File: src/fcb_params.svh
// constants for the flag conditional branch block
`ifndef FCB_PARAMS_SVH
`define FCB_PARAMS_SVH

// status register bit positions
`define FCB_SREG_H_BIT 5
`define FCB_SREG_T_BIT 6
`define FCB_SREG_RESET 8'h00

// conditional branch opcode layout: 1111 0Xkk kkkk ksss
`define FCB_OP_TOP_HI 15
`define FCB_OP_TOP_LO 11
`define FCB_OP_TOP_VAL 5'h1E
`define FCB_OP_CLR_BIT 10
`define FCB_OP_K_HI 9
`define FCB_OP_K_LO 3
`define FCB_OP_SEL_HI 2
`define FCB_OP_SEL_LO 0

// cycle figures of the branch
`define FCB_CYC_NOT_TAKEN 1
`define FCB_CYC_TAKEN 2

// reset values
`define FCB_PC_RESET 16'h0000

`endif

File: src/fcb_pkg.sv
// types shared by the flag conditional branch block
package fcb_pkg;

  // which of the four branches an opcode holds
  typedef enum logic [2:0] {
    FCB_KIND_NONE = 3'h0,
    FCB_KIND_HS = 3'h1,
    FCB_KIND_HC = 3'h2,
    FCB_KIND_TS = 3'h3,
    FCB_KIND_TC = 3'h4
  } fcb_kind_e;

  // sequencer states
  typedef enum logic [0:0] {
    FCB_ST_EXEC = 1'h0,
    FCB_ST_REFILL = 1'h1
  } fcb_state_e;

endpackage : fcb_pkg

File: src/fcb_branch.sv
// flag conditional branch sequencer: program counter, flags and timing
//
// Behaviour
// - with the half-carry-set branch and H at 1, the pc becomes pc plus k plus one.
// - with the half-carry-clear branch and H at 0, the pc becomes pc plus k plus one.
// - with the transfer-bit-set branch and T at 1, the pc becomes pc plus k plus one.
// - with the transfer-bit-clear branch and T at 0, the pc becomes pc plus k plus one.
// - none of the four branches changes any status flag, taken or not.
// - each of the four branches completes in one or two clock cycles.
`timescale 1ns/1ps
`include "fcb_params.svh"

module fcb_branch
  import fcb_pkg::*;
#(
  parameter int PC_W = 16 // program counter width in bits; the pc counts words
)
(
  input wire logic clock_i, // core clock, 250 MHz
  input wire logic rst_n_i, // asynchronous reset, active low
  input wire logic ce_i, // clock enable, freezes all state but the reset synchroniser when low
  input wire logic instr_valid_i, // opcode word offered
  input wire logic [15:0] instr_i, // opcode word
  input wire logic sreg_load_i, // other instructions write the flags
  input wire logic [7:0] sreg_din_i, // flag value to write
  output logic instr_ready_o, // an opcode can be accepted this cycle
  output logic [PC_W-1:0] pc_o, // program counter
  output logic [7:0] sreg_o, // status flags
  output logic taken_o, // pulse: branch taken
  output logic done_o, // pulse: a branch instruction completed
  output logic flush_o // pulse: fetched word is discarded
);

  logic rst_sync1;
  logic rst_n;
  fcb_state_e state;
  logic [PC_W-1:0] pc;
  logic [7:0] sreg;
  fcb_kind_e kind;
  logic cond;
  logic [6:0] offset;
  logic [PC_W-1:0] offset_ext;
  logic accept;
  logic is_branch;
  logic take;

  // sign extension of the word offset
  function automatic logic [PC_W-1:0] sext_k(input logic [6:0] k);
    sext_k = {{(PC_W-7){k[6]}}, k};
  endfunction : sext_k

  // reset release through two flops; assert stays asynchronous
  always_ff @(posedge clock_i or negedge rst_n_i) begin
    if (!rst_n_i) begin
      rst_sync1 <= 1'h0;
      rst_n <= 1'h0;
    end else begin
      rst_sync1 <= 1'h1;
      rst_n <= rst_sync1;
    end
  end

  // opcode decode and flag test
  fcb_decode u_decode (
    .instr_i(instr_i),
    .sreg_i(sreg),
    .kind_o(kind),
    .cond_o(cond),
    .offset_o(offset)
  );

  assign offset_ext = sext_k(offset);
  assign accept = instr_valid_i && (state == FCB_ST_EXEC);
  assign is_branch = (kind != FCB_KIND_NONE);
  assign take = accept && is_branch && cond;

  // sequencer: a taken branch spends one extra cycle on the refill
  // one or two cycles
  always_ff @(posedge clock_i or negedge rst_n) begin
    if (!rst_n) begin
      state <= FCB_ST_EXEC;
    end else if (ce_i) begin
      case (state)
        FCB_ST_EXEC: begin
          if (take) begin
            state <= FCB_ST_REFILL;
          end
        end
        FCB_ST_REFILL: begin
          state <= FCB_ST_EXEC;
        end
        default: begin
          state <= FCB_ST_EXEC;
        end
      endcase
    end
  end

  // program counter: relative jump when taken, else the next word
  always_ff @(posedge clock_i or negedge rst_n) begin
    if (!rst_n) begin
      pc <= PC_W'(`FCB_PC_RESET);
    end else if (ce_i && accept) begin
      if (take) begin
        pc <= pc + offset_ext + PC_W'(1);
      end else begin
        pc <= pc + PC_W'(1);
      end
    end
  end

  // status flags: only a load from elsewhere writes them
  always_ff @(posedge clock_i or negedge rst_n) begin
    if (!rst_n) begin
      sreg <= `FCB_SREG_RESET;
    end else if (ce_i) begin
      if (sreg_load_i) begin
        sreg <= sreg_din_i;
      end
    end
  end

  // event pulses, all registered so outputs come from flops
  always_ff @(posedge clock_i or negedge rst_n) begin
    if (!rst_n) begin
      taken_o <= 1'h0;
      done_o <= 1'h0;
      flush_o <= 1'h0;
    end else if (ce_i) begin
      taken_o <= take;
      // completion lands at the end of the last cycle of the branch
      done_o <= (accept && is_branch && !cond) || (state == FCB_ST_REFILL);
      flush_o <= take;
    end
  end

  // output copies
  always_ff @(posedge clock_i or negedge rst_n) begin
    if (!rst_n) begin
      instr_ready_o <= 1'h1;
    end else if (ce_i) begin
      instr_ready_o <= !take;
    end
  end

  assign pc_o = pc;
  assign sreg_o = sreg;

  // taken half-carry-set branch lands on pc + k + 1
  property p_hs_target;
    @(posedge clock_i) disable iff (!rst_n)
    (ce_i && take && kind == FCB_KIND_HS) |=>
      (pc == $past(pc) + $past(offset_ext) + PC_W'(1));
  endproperty
  a_hs_target: assert property (p_hs_target)
    else $error("half-carry-set branch missed its target");

  // half-carry-clear branch follows the H flag, taken only at zero
  property p_hc_target;
    @(posedge clock_i) disable iff (!rst_n)
    (ce_i && accept && kind == FCB_KIND_HC) |=>
      (pc == ($past(sreg[`FCB_SREG_H_BIT]) ? $past(pc) + PC_W'(1)
                                           : $past(pc) + $past(offset_ext) + PC_W'(1)));
  endproperty
  a_hc_target: assert property (p_hc_target)
    else $error("half-carry-clear branch went to the wrong address");

  // transfer-bit-set branch follows the T flag
  property p_ts_target;
    @(posedge clock_i) disable iff (!rst_n)
    (ce_i && accept && kind == FCB_KIND_TS) |=>
      (pc == ($past(sreg[`FCB_SREG_T_BIT]) ? $past(pc) + $past(offset_ext) + PC_W'(1)
                                           : $past(pc) + PC_W'(1)));
  endproperty
  a_ts_target: assert property (p_ts_target)
    else $error("transfer-bit-set branch went to the wrong address");

  // transfer-bit-clear branch taken only when T is zero
  property p_tc_taken;
    @(posedge clock_i) disable iff (!rst_n)
    (ce_i && accept && kind == FCB_KIND_TC) |=>
      (taken_o == !$past(sreg[`FCB_SREG_T_BIT]));
  endproperty
  a_tc_taken: assert property (p_tc_taken)
    else $error("transfer-bit-clear branch decision wrong");

  // flags hold across any branch without a foreign load
  property p_flags_kept;
    @(posedge clock_i) disable iff (!rst_n)
    (accept && is_branch && !sreg_load_i) |=> $stable(sreg);
  endproperty
  a_flags_kept: assert property (p_flags_kept)
    else $error("a branch changed the status flags");

  // refill lasts exactly one enabled cycle
  property p_refill_one;
    @(posedge clock_i) disable iff (!rst_n)
    (ce_i && state == FCB_ST_REFILL) |=> (state == FCB_ST_EXEC && instr_ready_o);
  endproperty
  a_refill_one: assert property (p_refill_one)
    else $error("branch took more than two cycles");

  // not taken: next opcode accepted at once; taken: one stall then ready
  property p_cycle_cost;
    @(posedge clock_i) disable iff (!rst_n)
    (ce_i && accept && is_branch) |=>
      (instr_ready_o == !$past(cond)) && (done_o == !$past(cond));
  endproperty
  a_cycle_cost: assert property (p_cycle_cost)
    else $error("branch cycle count does not follow its outcome");

  // a taken branch raises the flush pulse together with the taken pulse
  property p_flush_pair;
    @(posedge clock_i) disable iff (!rst_n)
    (ce_i && take) |=> (flush_o && taken_o && !instr_ready_o);
  endproperty
  a_flush_pair: assert property (p_flush_pair)
    else $error("taken branch did not flush the fetched word");

endmodule : fcb_branch

File: src/fcb_decode.sv
// opcode decode and flag test for the four conditional branches
`timescale 1ns/1ps
`include "fcb_params.svh"

module fcb_decode
  import fcb_pkg::*;
(
  input wire logic [15:0] instr_i, // opcode word
  input wire logic [7:0] sreg_i, // current status flags
  output fcb_kind_e kind_o, // decoded branch kind
  output logic cond_o, // tested flag matches
  output logic [6:0] offset_o // signed word offset k
);

  logic half_carry;
  logic transfer_bit;
  logic is_cond;
  logic clr_form;
  logic [2:0] sel;

  // field extraction
  assign half_carry = sreg_i[`FCB_SREG_H_BIT];
  assign transfer_bit = sreg_i[`FCB_SREG_T_BIT];
  assign is_cond = (instr_i[`FCB_OP_TOP_HI:`FCB_OP_TOP_LO] == `FCB_OP_TOP_VAL);
  assign clr_form = instr_i[`FCB_OP_CLR_BIT];
  assign sel = instr_i[`FCB_OP_SEL_HI:`FCB_OP_SEL_LO];
  assign offset_o = instr_i[`FCB_OP_K_HI:`FCB_OP_K_LO];

  // kind and condition; other flag selects belong to sibling branches
  always_comb begin
    kind_o = FCB_KIND_NONE;
    cond_o = 1'h0;
    if (is_cond && sel == 3'(`FCB_SREG_H_BIT)) begin
      kind_o = clr_form ? FCB_KIND_HC : FCB_KIND_HS;
      cond_o = clr_form ? !half_carry : half_carry;
    end else if (is_cond && sel == 3'(`FCB_SREG_T_BIT)) begin
      kind_o = clr_form ? FCB_KIND_TC : FCB_KIND_TS;
      cond_o = clr_form ? !transfer_bit : transfer_bit;
    end
  end

endmodule : fcb_decode

File: config.mk
export PLATFORM = sky130hd
export DESIGN_NAME = fcb_branch
export DESIGN_NICKNAME = d
export VERILOG_FILES = /design/src/fcb_pkg.sv /design/src/fcb_branch.sv /design/src/fcb_decode.sv
export VERILOG_INCLUDE_DIRS = /design/src
export SDC_FILE = /design/constraint.sdc
export NUM_CORES = 1
export LEC_CHECK = 0
export ABC_AREA = 1
export BUFFER_PORTS_ARGS = -buffer_cell sky130_fd_sc_hd__buf_2
export CAP_MARGIN = 15
export CORE_AREA = 2 2 98 100
export DETAILED_ROUTE_END_ITERATION = 7
export DIE_AREA = 0 0 100 102
export GPL_ROUTABILITY_DRIVEN = 0
export PLACE_DENSITY_LB_ADDON = 0.2
export SYNTH_ARGS = -nofsm -noshare
export SYNTH_HDL_FRONTEND = slang
export SYNTH_SLANG_ARGS = --single-unit
File: constraint.sdc
create_clock -name clock_i -period 1.05 [get_ports clock_i]
set_clock_uncertainty 0.05 [all_clocks]
set_input_delay 0.1575 -clock clock_i [delete_from_list [all_inputs] [get_ports clock_i]]
set_output_delay 0.1575 -clock clock_i [all_outputs]
set_load 0.03 [all_outputs]
# == Word-level counts from Yosys, hierarchy flattened ==
# Cells that the tools add are included.
# totals
output_inout_bits,28
elab_cells,40
regBits,30
input_bits,29
# op_classes
add_sub_neg,3
n_reduce_logical,14
bitwise_logic,1
n_eq_ne,3
n_mux,11
# op_table
cell,count
$add 16x1->16 const B,2
$add 16x16->16,1
$mux 16,1
$mux 3,3
$logic_and 1x1->1,7
$eq 3x3->1 const B,2
$eq 5x5->1 const B,1
$mux 1,5
$logic_not 1->1,4
$reduce_bool 3->1,1
$mux 2,1
$pmux 1 s2,1
$reduce_and 2->1,1
$logic_or 1x1->1,1
$not 1->1,1

# == Longest topological paths before layout ==
# logic_depth
word_depth,9
mapped_depth,13
depth_no_buf,13

# == Modules after synthesis ==
# From an unflattened synthesis, not the netlist that was laid out.
# hier_totals
cells_unflattened,385
hier_area_um2,2621.3
# modules_own_cells
mod,instances,area_per_inst_um2,cells_per_inst,seq_area_each_um2
fcb_branch,1,2454.9,355,752.0
fcb_decode,1,166.4,30,0.0

# == Worst setup path before layout ==
# Ideal clock, no wire load.
# synth_timing
path_type,reg-to-reg
start,register pc[0] (netlist: pc_o[0])
end,register pc[8] (netlist: pc_o[8])
path_slack_ns,-0.952
t_required_ns,0.880
arrival_time_ns,1.832
path_stages_with_launch,11
n_path_buf,0
setup_ns,0.120
period_less_slack_ns,2.002
path_cell_list,dfrtp_1 > inv_1 > ha_1 > inv_1 > fa_1 > nand2_1 > a21oi_1 > a21oi_1 > xnor2_1 > o21ai_1 > nand2_1
# synth_between
elab_chain_cells,3
elab_cells_between_ends,4
cone_classes,add/sub (3); mux (1)
# synth_lines
item,line_no,source
from (decl),fcb_branch.sv:37,logic [PC_W-1:0] pc;
from (signal assigned),fcb_branch.sv:102,pc <= PC_W'(`FCB_PC_RESET);
from (signal assigned),fcb_branch.sv:105,pc <= pc + offset_ext + PC_W'(1);
from (signal assigned),fcb_branch.sv:107,pc <= pc + PC_W'(1);
$add 16x16->16,fcb_branch.sv:105,
$add 16x1->16,fcb_branch.sv:105,
$mux 16 (*),fcb_branch.sv:104,if (take) begin
# Mark *: on every way between the ends. The rest lies on a longest branch, timed or not.
# A chain may end at the register's enable or synchronous reset.

# == Worst setup path after layout ==
# layout_timing
start,register pc[0] (netlist: pc_o[0])
end,register pc[10] (netlist: pc_o[10])
# The elaborated chain is that of the path after synthesis.

==> impl_metrics.csv <==
group,metric,value,unit
worst_setup_path,critPathKind,"reg2reg",
floorplanning,floorplan.core_area,0.00911,sq mm
yosys,synth.ff_latch_count,30,
route,antenna_viol_nets_final,0,
final_layout,antenna_cells,0,
route,route.detailed.drc,0,
global_route,grt_max_degree,29,
route,drt-vias-per-instance,4.65,
sta,setup_viol_count_final,41,
power_and_ir_drop,vdd.ir_drop.worst,755,uV
worst_setup_path,critical_path.max_fanout,3,
clock_tree,insertion_delay,0.28,ns
sta,timing.final.crit_period,1.80,ns
route,post_drt_wl_per_cell,13.9,um
route,drtIter0Drc,129,
yosys,synth_ff_type,"dfrtp_1",
clock_tree,clk_transition_reported_paths,0.07,ns
final_layout,layout_common_cells,"nand2_1 (100), inv_1 (58), buf_4 (56)",
global_route,groute.layer.met3.usage,3.42,%
power_and_ir_drop,total_power,6.15,mW
final_layout,final_net_count,611,
sta,maxClockFrequency,554,MHz
worst_setup_path,required_arrival_time_at_the_worst_endpoint,1.21,ns
route,detailedRoute.firstPassIterationCount,4,
global_route,met1_usage,22.3,%
yosys,synth-async-reset-ratio,100,%
global_route,initial_antenna_violation_count,0,
worst_setup_path,setup.worst_path.start_class,"register",
sta,unrepaired_setup_endpoints_after_global_routing,"yes",
clock_tree,cts_num_sinks,30,
route,route.final.wire_length,9390,um
final_layout,share_of_post_route_cells_with_drive_strength_above_1,51.1,%
global_route,grt_remaining_overflow,0,
sta,final.setup.tns,-14.30,ns
power_and_ir_drop,power_per_cell_area,1260,mW/mm^2
global_route,grt_pass1_wl,15000,um
global_route,grt_most_used_layer,"met2",
placed_design,dpl.hpwl,6740,um
status,violations,"negative setup slack",
route,vias,3145,
global_route,gr-usage-met2,34.1,%
yosys,synth-edff-count,0,
final_layout,final-seq-area,773,sq um
global_route,vias_in_the_first_global_route,3149,
worst_setup_path,cp-end-kind,"register",
floorplanning,die_area,0.0102,sq mm
placed_design,placement.io_buffers,56,
yosys,ys_types,32,
final_layout,final.fill_count,888,
final_layout,multiInputGateArea,0.00233,sq mm
yosys,syn-instance-count,420,
clock_tree,htreeDepth,2,
power_and_ir_drop,leakage,2.43,nW
floorplanning,initial_core_util,29.6,%
job,max_cap_violations,0,
sta,timing.final.crit_share,172,%
sta,final-max-slew-violation-count,0,
yosys,synthesis.nets,466,
clock_tree,clock-root-buffer,"clkbuf_8",
floorplanning,placement_rows,35,
final_layout,synthesis_to_layout_area_growth,80.4,%
yosys,synth.top_cells.by_area,"dfrtp_1 (27%), nand2_1 (20%), inv_1 (9.2%)",
worst_setup_path,timing.critical_path.arrival,1.96,ns
floorplanning,i_o_pins,57,
final_layout,mostFrequentLayoutCell,"nand2_1",
clock_tree,tritoncts,"built",
yosys,synth_area_leader_cell,"dfrtp_1",
floorplanning,chipHeight,102,um
floorplanning,die_span_x,100,um
yosys,yosys.area.top_type_share,26.9,%
clock_tree,cts-buffers-inserted,5,
yosys,synth_area,0.00270,sq mm
hold_path,holdCritPathClass,"in2reg",
yosys,post_synth.cell_area_avg,6.42,sq um
yosys,yosysWarnings,0,
sta,finalWorstSetupSlack,-0.755,ns
sta,hold_viol,0,
clock_tree,clockBufferDepth,2,
status,outcome,"finished, violations left",
yosys,yosysSeqAreaShare,27.9,%
global_route,grt_util_all_layers,18.8,%
## path summary, 6_finish.rpt
kind,startpoint,to,slack (ns),cells past startpoint
setup reg to reg,pc_o[0],pc_o[10],-0.75,13
hold reg to reg,rst_n,pc_o[6],0.17,1
setup / recovery,pc_o[0],pc_o[10],-0.75,13
max in group asynchronous,rst_n,instr_ready_o,0.55,1
min in group asynchronous,rst_n_i,rst_sync1,0.14,2
hold / removal,sreg_din_i[1],sreg_o[1],0.06,2
## synthesized netlist by cell type (all sizes together), types with 5 or more instances
| cell | count |
|---|---|
| a21boi | 5 |
| a21oi | 21 |
| buf | 6 |
| dfrtp | 29 |
| ha | 16 |
| inv | 67 |
| mux2 | 6 |
| nand2 | 143 |
| nand3 | 37 |
| nand4 | 6 |
| nor2 | 42 |
| o21ai | 15 |
| xor2 | 11 |
## layer usage
| metal | wire [um] | share of wire, % |
|---|---|---|
| met3 | 384 | 4.1 |
| met5 | 0 | 0 |
| met4 | 184 | 2.0 |
| met2 | 4830 | 51 |
| met1 | 3990 | 42 |
## sequential cells by signal, summed over array words and instances (netlist names)
register	cells
done_o	1
flush_o	1
instr_ready_o	1
pc_o	16
rst_n	1
rst_sync1	1
sreg_o	8
state	1
## per-stage QoR
| stage | instance area [sq um] | hold WS, ns | worst slack, ns | std cells | utilization (%) |
|---|---|---|---|---|---|
| floorplan | 2790 | -0.188 | -0.778 | 420 | - |
| global placement | 3760 | -0.107 | -0.788 | 653 | 41.3 |
| detailed placement | 3760 | -0.107 | -0.796 | 653 | 41.3 |
| CTS | 4620 | 0.0468 | -0.759 | 673 | 50.7 |
| global route | 4860 | 0.0592 | -0.892 | 677 | 53.4 |
| finish | 4860 | 0.0619 | -0.755 | 677 | 53.4 |
## final cells by class
class / instances / area share (%)
Clock buffer: 8 / 1.65
Inverter: 67 / 5.22
Multi-Input combinational cell: 317 / 47.8
Sequential cell: 30 / 15.9
Tap cell: 111 / 2.85
Timing Repair Buffer: 144 / 26.5
## critical path, stage by stage (launching register included)
cell and delay, ns:
dfrtp_2 0.42, inv_2 0.08, ha_4 0.13, inv_4 0.03, fa_2 0.35, nand2_2 0.09, nand2_1 0.07, nand3_2 0.09
nand2_4 0.07, nand2_2 0.07, nand2_1 0.05, nand2_1 0.05, nand3_1 0.06, a21boi_1 0.12
## power by group
part	switching [mW]	leakage [nW]	internal (mW)	total (mW)
combinational	1.97	2.06	1.84	3.81
sequential	0.148	0.330	1.31	1.46
clock	0.420	0.0395	0.470	0.890
## repair_timing
item                                    4_1_cts  5_1_grt
hold buffers                                  1        0
buffers inserted                             10       15
gates resized for setup                     172       63
cloned                                        1        0
endpoints found under the hold margin         2        0
endpoints found under the setup margin       45       45
pin swaps                                    45       47
## cell families (layout without fill, tap and decap cells)
logic type,after synthesis,after routing,synth area share (%)
xor gates and xnor gates,15,15,4.87
buffers and inverters,73,219,11.0
other,1,1,0.139
muxes,6,6,2.51
and+or+nand+nor,234,234,36.6
adders and majority gates,17,17,8.17
DFF,30,30,27.9
AOI/OAI and AO/OA,44,44,8.86
Power figures use the tool's default switching activity.
